<file path="config.mk">
export PLATFORM = sky130hd
export DESIGN_NAME = sxie_exec
export DESIGN_NICKNAME = d
export VERILOG_FILES = /design/src/verilog/sxie_pkg.sv /design/src/verilog/sxie_dec_if.sv /design/src/verilog/sxie_decoder.sv /design/src/verilog/sxie_exec.sv
export VERILOG_INCLUDE_DIRS = /design/src /design/src/verilog
export SDC_FILE = /design/constraint.sdc
export NUM_CORES = 1
export LEC_CHECK = 0
export BUFFER_PORTS_ARGS = -buffer_cell sky130_fd_sc_hd__clkbuf_2
export CORE_MARGIN = 5
export CORE_UTILIZATION = 30
export DETAILED_ROUTE_END_ITERATION = 10
export GPL_ROUTABILITY_DRIVEN = 0
export GPL_TIMING_DRIVEN = 0
export PLACE_DENSITY_LB_ADDON = 0.25
export SLEW_MARGIN = 10
export SYNTH_ARGS = -nofsm -noshare
export SYNTH_HDL_FRONTEND = slang
export SYNTH_SLANG_ARGS = --single-unit
</file>
<file path="constraint.sdc">
create_clock -name I_CLK -period 6.6 [get_ports I_CLK]
set_clock_uncertainty 0.1 [all_clocks]
set_input_delay 1.65 -clock I_CLK [delete_from_list [all_inputs] [get_ports I_CLK]]
set_output_delay 1.65 -clock I_CLK [all_outputs]
set_load 0.02 [all_outputs]
</file>
<file path="src/verilog/sxie_params.svh">
`ifndef SXIE_PARAMS_SVH
`define SXIE_PARAMS_SVH
// ----------------------------------------
// Opcode patterns, field positions and reset values
// ----------------------------------------
`define SXIE_OP_SWAP_HI 6'h0e
`define SXIE_OP_XORF_HI 6'h06
`define SXIE_OP_XORL_HI 4'hf
`define SXIE_OP_DIRL_HI 9'h000
`define SXIE_DEST_BIT 5
`define SXIE_FADDR_HI 4
`define SXIE_DIR_FIRST 3'h5
`define SXIE_DIR_RESET 8'hff
`define SXIE_W_RESET 8'h00
`define SXIE_Z_RESET 1'h0
`endif

</file>
<file path="src/verilog/sxie_pkg.sv">
package sxie_pkg;
  // Decoded instruction kinds
  typedef enum logic [2:0] {SXIE_NONE, SXIE_SWAP, SXIE_DIRL, SXIE_XORL, SXIE_XORF} sxie_op_t;
endpackage

</file>
<file path="src/verilog/sxie_dec_if.sv">
// Decoder to executor carrier
interface sxie_dec_if;
  sxie_pkg::sxie_op_t op;
  logic dest_file;
  logic [4:0] faddr;
  logic [7:0] lit;
  logic [2:0] port_sel;
  modport dec (output op, dest_file, faddr, lit, port_sel);
  modport exe (input op, dest_file, faddr, lit, port_sel);
endinterface

</file>
<file path="src/verilog/sxie_decoder.sv">
`include "sxie_params.svh"
module sxie_decoder (
  // Instruction word
  input wire logic [11:0] i_instr,
  input wire logic i_valid,
  // Decoded fields
  sxie_dec_if.dec dec
);
  // ----------------------------------------
  // Opcode match
  // ----------------------------------------
  always_comb
  begin
    dec.op = sxie_pkg::SXIE_NONE;
    dec.dest_file = i_instr[`SXIE_DEST_BIT];
    dec.faddr = i_instr[`SXIE_FADDR_HI:0];
    dec.lit = i_instr[7:0];
    dec.port_sel = i_instr[2:0];
    if (i_valid)
    begin
      if (i_instr[11:6] == `SXIE_OP_SWAP_HI)
        dec.op = sxie_pkg::SXIE_SWAP;
      else if (i_instr[11:6] == `SXIE_OP_XORF_HI)
        dec.op = sxie_pkg::SXIE_XORF;
      else if (i_instr[11:8] == `SXIE_OP_XORL_HI)
        dec.op = sxie_pkg::SXIE_XORL;
      else if (i_instr[11:3] == `SXIE_OP_DIRL_HI && i_instr[2:0] >= `SXIE_DIR_FIRST)
        dec.op = sxie_pkg::SXIE_DIRL;
    end
  end
endmodule

</file>
<file path="src/verilog/sxie_exec.sv">
`include "sxie_params.svh"
module sxie_exec (
  // Clock and reset
  input wire logic I_CLK,
  input wire logic I_RST,
  // Instruction cycle strobe and word
  input wire logic I_VALID,
  input wire logic [11:0] I_INSTR,
  // File register read port
  input wire logic [7:0] I_FILE_RDATA,
  output logic [4:0] O_FILE_ADDR,
  // File register write port
  output logic O_FILE_WE,
  output logic [7:0] O_FILE_WDATA,
  // Core state
  output logic [7:0] O_W,
  output logic O_Z,
  output logic [7:0] O_DIR_A,
  output logic [7:0] O_DIR_B,
  output logic [7:0] O_DIR_C
);
  // ----------------------------------------
  // Decoded fields
  // ----------------------------------------
  // Carrier from the decoder, one instruction wide
  sxie_dec_if dec ();

  // ----------------------------------------
  // Core state and its next values
  // ----------------------------------------
  // Accumulator
  logic [7:0] w_r;
  logic [7:0] w_nxt;
  // Zero flag
  logic z_r;
  logic z_nxt;
  // Direction registers for ports 5, 6 and 7
  logic [7:0] dir_r [0:2];
  logic [7:0] dir_nxt [0:2];

  // ----------------------------------------
  // Datapath nets
  // ----------------------------------------
  // Candidate results, one per swap or xor operation; direction load takes the accumulator
  logic [7:0] swap_val;
  logic [7:0] xorl_val;
  logic [7:0] xorf_val;
  // Selected result and where it lands
  logic [7:0] result;
  logic to_file;
  logic to_w;
  logic z_upd;
  // Direction load strobe and entry index
  logic dir_upd;
  logic [1:0] dir_idx;

  // ----------------------------------------
  // Decode
  // ----------------------------------------
  sxie_decoder u_dec (
    .i_instr(I_INSTR),
    .i_valid(I_VALID),
    .dec(dec)
  );

  // ----------------------------------------
  // Operand paths
  // ----------------------------------------
  // Nibble exchange of the addressed file
  assign swap_val = {I_FILE_RDATA[3:0], I_FILE_RDATA[7:4]};

  // Accumulator against the literal byte
  assign xorl_val = w_r ^ dec.lit;

  // Accumulator against the addressed file
  assign xorf_val = w_r ^ I_FILE_RDATA;

  // Port 5..7 folded onto entries 0..2; selections below 5 never load
  assign dir_idx = 2'(dec.port_sel - `SXIE_DIR_FIRST);

  // ----------------------------------------
  // Result select and destination decode
  // ----------------------------------------
  // Picks the result and says which state takes it
  always_comb
  begin
    result = 8'h00;
    to_file = 1'h0;
    to_w = 1'h0;
    z_upd = 1'h0;
    dir_upd = 1'h0;
    case (dec.op)
      sxie_pkg::SXIE_SWAP:
      begin
        result = swap_val;
        to_file = dec.dest_file;
        to_w = !dec.dest_file;
      end
      sxie_pkg::SXIE_DIRL:
      begin
        dir_upd = 1'h1;
      end
      sxie_pkg::SXIE_XORL:
      begin
        result = xorl_val;
        to_w = 1'h1;
        z_upd = 1'h1;
      end
      sxie_pkg::SXIE_XORF:
      begin
        result = xorf_val;
        to_file = dec.dest_file;
        to_w = !dec.dest_file;
        z_upd = 1'h1;
      end
      default:
      begin
        // Unknown words and refused port selections leave all state alone
        result = 8'h00;
      end
    endcase
  end

  // ----------------------------------------
  // Accumulator
  // ----------------------------------------
  // Next accumulator value
  always_comb
  begin
    w_nxt = w_r;
    if (to_w)
    begin
      w_nxt = result;
    end
  end

  // Accumulator register; the new value is seen by the next word
  always_ff @(posedge I_CLK or posedge I_RST)
  begin
    if (I_RST)
    begin
      w_r <= `SXIE_W_RESET;
    end
    else
    begin
      w_r <= w_nxt;
    end
  end

  // ----------------------------------------
  // Zero flag
  // ----------------------------------------
  // Swap and direction load keep the flag; only the two xor forms move it
  always_comb
  begin
    z_nxt = z_r;
    if (z_upd)
    begin
      z_nxt = (result == 8'h00);
    end
  end

  // Zero flag register
  always_ff @(posedge I_CLK or posedge I_RST)
  begin
    if (I_RST)
    begin
      z_r <= `SXIE_Z_RESET;
    end
    else
    begin
      z_r <= z_nxt;
    end
  end

  // ----------------------------------------
  // Direction registers
  // ----------------------------------------
  // Next direction values; at most one entry changes per word
  always_comb
  begin
    dir_nxt = dir_r;
    if (dir_upd)
    begin
      dir_nxt[dir_idx] = w_r;
    end
  end

  // Direction registers, all pins inputs after reset
  always_ff @(posedge I_CLK or posedge I_RST)
  begin
    if (I_RST)
    begin
      dir_r[0] <= `SXIE_DIR_RESET;
      dir_r[1] <= `SXIE_DIR_RESET;
      dir_r[2] <= `SXIE_DIR_RESET;
    end
    else
    begin
      dir_r <= dir_nxt;
    end
  end

  // ----------------------------------------
  // File register port
  // ----------------------------------------
  // Strobe and data stand the whole cycle; the file commits at the edge
  assign O_FILE_ADDR = dec.faddr;
  assign O_FILE_WE = to_file;
  assign O_FILE_WDATA = result;

  // ----------------------------------------
  // Core state outputs
  // ----------------------------------------
  // Registered values straight to the pins
  assign O_W = w_r;
  assign O_Z = z_r;
  assign O_DIR_A = dir_r[0];
  assign O_DIR_B = dir_r[1];
  assign O_DIR_C = dir_r[2];
endmodule

</file>
==> results_dict.tcl, run 1 <==
set metrics [dict create \
    status "finished, final reports clean" \
    worstReg2RegStart "O_W[3]$_DFFE_PP0P_" \
    drcViolationCount 0 \
    cts_inserted_buffers 5 \
    synth_warnings 0 \
    grt_overflow 0 \
    drive_gt1_frac 0.643 \
    hold_violations 0 \
    synth_area_leaders "dfstp_2 34%, mux2_2 18%, dfrtp_1 12%" \
    cap_violations 0 \
    r2r_end "O_Z$_DFFE_PP0N_" \
    io_pins 70 \
    synth_nets 181 \
    start_util 0.309 \
    avgRoutedWirePerCell_um 15.9 \
    cts_setup_buffers 0 \
    powerDensity_mw_per_mm2 197 \
    clockBufferDepth 2 \
    routed_wl_um 4910 \
    cts_tree "done" \
    ctsHoldBuffers 0 \
    die_h_um 88.1 \
    ys_seq_area_frac 0.467 \
    clock_latency_ns 0.28 \
    drt_pass1_iterations 4 \
    rrSetupSlack_ns 4.80 \
    synth_cells 158 \
    final_area_mm2 0.00237 \
    reg2regPathDepth 5 \
    required_ns 4.85 \
    area_growth_pct 29.5 \
    via_count 1502 \
    synth_area_mm2 0.00183 \
    worst-path-max-fanout 10 \
    drtAntennaViolNets 0 \
    grt_pass1_vias 1513 \
    rsz0062_at_grt "no" \
    dieArea_mm2 0.00777 \
    final_common_cell "clkbuf_2" \
    clk_pin_slew_ns 0.07 \
    cts_sinks 33 \
    drt_iter0_drc 68 \
    hpwlAfterDp_um 3800 \
    port_buffers 69 \
    max_slew.worst_pin.slew_ns 0.676 \
    fin_nets 257 \
    p_leak_nw 1.11 \
    period_share 0.743 \
    antenna_found_initial 0 \
    hp-start "O_Z$_DFFE_PP0N_" \
    whs_path_depth 2 \
    synth_top_area_frac 0.344 \
    fp.dieW_um 88.1 \
    fin_ws_ns 1.69 \
    finalSetupTns_ns 0 \
    placementRows 28 \
    viasPerCell 4.85 \
    grt_pass1_wl_um 7910 \
    arrival_ns 3.16 \
    pre_cts_ws_ns 1.69 \
    cp-end-kind "output pin" \
    clock.fmax_ghz 0.204 \
    ir_worst_vdd_uv 108 \
    final_cells 310 \
    synth_cell_types 44 \
    setup_violations 0 \
    place_area_mm2 0.00227 \
    final_cell_mix "69 x clkbuf_2, 29 x mux2_2, 24 x dfstp_2" \
    cts_root_buf "clkbuf_8" \
    critPathLaunchType "input port" \
    yosysTopAreaCell "dfstp_2" \
    htree_levels 2 \
    diodes 0 \
    holdPathEnd "O_Z$_DFFE_PP0N_" \
    hold_path_class "register to register" \
    fp.coreArea_mm2 0.00592 \
    synth_seq_cells 33 \
    grt_start_max_net_pins 34 \
    gr-usage-all-layers 0.135 \
    cts_resized 0 \
    path_class "input port to output pin" \
    final-max-slew-violation-count 0 \
    slew_headroom 0.548 \
    min_period_ns 4.91 \
    avgSynthCellArea_um2 11.6 \
    dp.cells 302 \
]
==> worst max-delay path by stage <==
stage	startpoint	endpoint	slack (ns)	cells past startpoint
final	I_INSTR[9]	O_FILE_WDATA[6]	1.69	8
after global routing	I_INSTR[9]	O_FILE_WDATA[7]	1.55	7
after CTS	I_INSTR[6]	O_FILE_WDATA[6]	1.69	7
after detailed placement	I_INSTR[6]	O_FILE_WDATA[6]	1.69	7
after global placement	I_INSTR[9]	O_FILE_WDATA[6]	1.69	8
after floorplan	I_INSTR[6]	O_FILE_WDATA[6]	2.08	5
==> area by class of cell <==
class                           count  area [µm²]
Tap cell                           75        93.8
Clock buffer                        7        96.3
Inverter                            1        3.75
Clock inverter                      1        5.00
Multi-Input combinational cell    115         903
Timing Repair Buffer               69         345
Fill cell                         589        3550
Buffer                              9        68.8
Sequential cell                    33         856
==> state kept, by name (all words and copies together) (netlist names) <==
register / cells
O_W: 8
O_DIR_B: 8
O_DIR_A: 8
O_DIR_C: 8
O_Z: 1
==> power breakdown <==
group	switching (W)	internal, W
Sequential	0.0000140	0.000211
Combinational	0.0000454	0.0000298
Clock	0.0000718	0.0000942
==> layer usage <==
metal  vias up  wire (µm)  global-route usage  share of wire
met5         -          0                   0              0
met4         0        122              0.0632          0.025
met3         8        311              0.0282          0.063
met2        46       2260               0.210           0.46
met1       724       2220               0.178           0.45
li1        724          -                   -              -
==> worst max-delay path, cell delays in order <==
cell      delay [ns]
clkbuf_2        0.12
buf_4           0.18
nand3_4         0.11
nor2_1          0.37
nor2_1          0.14
or2_2           0.33
nand2_1         0.08
clkbuf_2        0.17
==> logic make-up after synthesis <==
| kind of cell | share of synthesized area |
|---|---|
| simple gates | 0.174 |
| flops | 0.467 |
| mux | 0.178 |
| compound gates | 0.0977 |
| buf+inv | 0.0396 |
| xor+xnor | 0.0430 |
==> synthesized netlist by cell type, drive strengths merged <==
library cell,n
o31ai,2
or2,2
a22oi,1
nand4,1
and4,1
dfrtp,9
and3,3
a21bo,1
o311a,1
nor3,1
buf,9
a31oi,3
or3,2
a211oi,1
o221ai,1
mux2,29
nor3b,1
xnor2,6
a221oi,1
nor2,9
nor2b,3
o21ai,8
and2,1
o22ai,1
nand3,2
nor4b,3
a41oi,1
a2bb2oi,1
o211ai,1
nor4,1
inv,1
xor2,3
nand4b,1
and3b,1
dfstp,24
nand2,20
o2111a,1
or4b,1
==> per-stage QoR <==
| stage | util | hold slack [ns] | power (W) |
|---|---|---|---|
| 6_report | 0.401 | 0.403 | 0.000466 |
| 5_1_grt | 0.401 | 0.435 | 0.000491 |
| 4_1_cts | 0.401 | 0.412 | 0.000474 |
| 3_5_place_dp | 0.384 | 0.398 | 0.000305 |
| 3_3_place_gp | 0.384 | 0.399 | 0.000304 |
| 2_1_floorplan | - | 0.485 | 0.000270 |
No activity file was read; power rests on OpenSTA's default activity.
==> run 2, diff against run 1 <==
- ABC_AREA: default -> 1
- clock period: 6.6 -> 4.6 ns (I/O delays scaled with it)
==> results_dict.tcl, run 2 <==
set metrics [dict create \
    rsz0062_at_grt "no" \
    avgSynthCellArea_um2 8.35 \
    final_cell_mix "67 x nand2_1, 67 x clkbuf_2, 27 x inv_1" \
    synth_area_mm2 0.00200 \
    cts_resized 0 \
    period_share 0.814 \
    area_growth_pct 25.7 \
    min_period_ns 3.74 \
    fp.dieW_um 91.7 \
    setup_violations 0 \
    cts_root_buf "clkbuf_8" \
    yosysTopAreaCell "dfstp_2" \
    grt_start_max_net_pins 34 \
    cp_cell_sequence "buf_4, inv_1, nor2_2, nand3_2, nand2_2, nand3_1, nand2_1, clkbuf_2" \
    fp.coreArea_mm2 0.00642 \
    synth_most_common_cell "nand2_1" \
    fin_nets 337 \
    hold_violations 0 \
    port_buffers 67 \
    via_count 1847 \
    slew_headroom 0.537 \
    grt_pass1_vias 1781 \
    critPathLaunchType "input port" \
    drtAntennaViolNets 0 \
    cap_violations 0 \
    die_h_um 91.7 \
    synth-main-ff-cell "dfstp_2" \
    synth_area_leaders "dfstp_2 31%, nand2_1 13%, dfrtp_1 11%" \
    hpwlAfterDp_um 4510 \
    p_leak_nw 1.27 \
    viasPerCell 4.71 \
    final-max-slew-violation-count 0 \
    drcViolationCount 0 \
    gr-usage-all-layers 0.137 \
    required_ns 3.35 \
    max_stage_delay_ns 0.24 \
    dieArea_mm2 0.00842 \
    synth_edf_count 0 \
    cp-end-kind "output pin" \
    avgRoutedWirePerCell_um 14.5 \
    routed_wl_um 5680 \
    grt_overflow 0 \
    diodes 0 \
    ys_seq_area_frac 0.427 \
    async_flop_share 1.00 \
    htree_levels 2 \
    ir_worst_vdd_uv 165 \
    path_class "input port to output pin" \
    grt_pass1_wl_um 9270 \
    synth_warnings 0 \
    clk_pin_slew_ns 0.07 \
    crit_slowest_cell "nand2_2" \
    hold_slack_ns 0.373 \
    worst-path-max-fanout 10 \
    fill_cells 675 \
    antenna_found_initial 0 \
    synth_cells 240 \
    clock.fmax_ghz 0.267 \
    placementRows 29 \
    io_pins 70 \
    max_slew.worst_pin.slew_ns 0.693 \
    cts_tree "done" \
    powerDensity_mw_per_mm2 341 \
    synth_seq_cells 33 \
    synthTopCellsByCount "67 x nand2_1, 28 x inv_1, 24 x dfstp_2" \
    ctsHoldBuffers 0 \
    drt_iter0_drc 64 \
    synth_nets 263 \
    synth_top_area_frac 0.315 \
    clock_latency_ns 0.28 \
    drt_pass1_iterations 4 \
    arrival_ns 2.49 \
    status "finished, final reports clean" \
    cts_setup_buffers 0 \
    clockBufferDepth 2 \
    start_util 0.312 \
    hold_path_class "register to register" \
    drive_gt1_frac 0.479 \
    finalSetupTns_ns 0 \
    synth_cell_types 29 \
    cts_inserted_buffers 5 \
    cts_sinks 33 \
]
==> run 2: logic make-up (layout without fill, tap and decap cells) <==
logic type,Yosys count,after routing,share of synthesized area
and+or+nand+nor,126,126,0.330
buffers and inverters,43,118,0.111
AOI/OAI and AO/OA,38,38,0.132
DFF,33,33,0.427
==> run 2: power by group <==
group          switching (W)  total [W]  internal (W)
clock               0.000105   0.000210      0.000105
sequential         0.0000297   0.000391      0.000361
combinational       0.000173   0.000257     0.0000842
total               0.000308   0.000858      0.000550
==> run 2: final cells by class <==
| class | count | area (µm²) | area share |
|---|---|---|---|
| clock buffer | 6 | 72.6 | 0.0288 |
| sequential | 33 | 856 | 0.340 |
| multi-input combinational | 164 | 926 | 0.368 |
| inverter | 31 | 116 | 0.0462 |
| tap | 77 | 96.3 | 0.0383 |
| timing repair buffer | 67 | 335 | 0.133 |
| clock inverter | 2 | 10.0 | 0.00397 |
| buffer | 12 | 106 | 0.0422 |
==> run 2: worst max-delay path: cells and delay by family <==
kind / cells / cell delay [ns]
simple gates: 5 / 0.91
buf+inv: 3 / 0.44
==> run 2: through the flow <==
step / std cells / area [µm²] / utilization / setup WS [ns] / power [W]
finish: 392 / 2520 / 0.392 / 0.856 / 0.000858
global route: 392 / 2520 / 0.392 / 0.743 / 0.000911
CTS: 392 / 2520 / 0.392 / 0.841 / 0.000871
detailed placement: 384 / 2440 / 0.379 / 0.842 / 0.000658
global placement: 384 / 2440 / 0.379 / 0.860 / 0.000655
floorplan: 240 / 2000 / - / 1.21 / 0.000563
==> run 2: final timing paths <==
check                                       start                     end  slack, ns  depth (start not counted)
min                        O_DIR_C[1]$_DFFE_PP1P_  O_DIR_C[1]$_DFFE_PP1P_       0.37                          2
max in group asynchronous                   I_RST      O_W[7]$_DFFE_PP0P_       3.10                          2
max reg2reg                    O_W[2]$_DFFE_PP0P_         O_Z$_DFFE_PP0N_       3.21                          7
min reg2reg                O_DIR_C[1]$_DFFE_PP1P_  O_DIR_C[1]$_DFFE_PP1P_       0.37                          2
min in group asynchronous                   I_RST      O_W[3]$_DFFE_PP0P_       0.86                          2
max                                    I_INSTR[8]         O_FILE_WDATA[3]       0.86                          8
==> run 2: layer usage <==
layer,routed length (µm),share of wire,track usage,up-vias
met5,0,0,0,-
met4,106,0.019,0.0483,0
met3,242,0.043,0.0319,9
met2,2650,0.47,0.211,50
met1,2690,0.47,0.188,862
li1,-,-,-,926
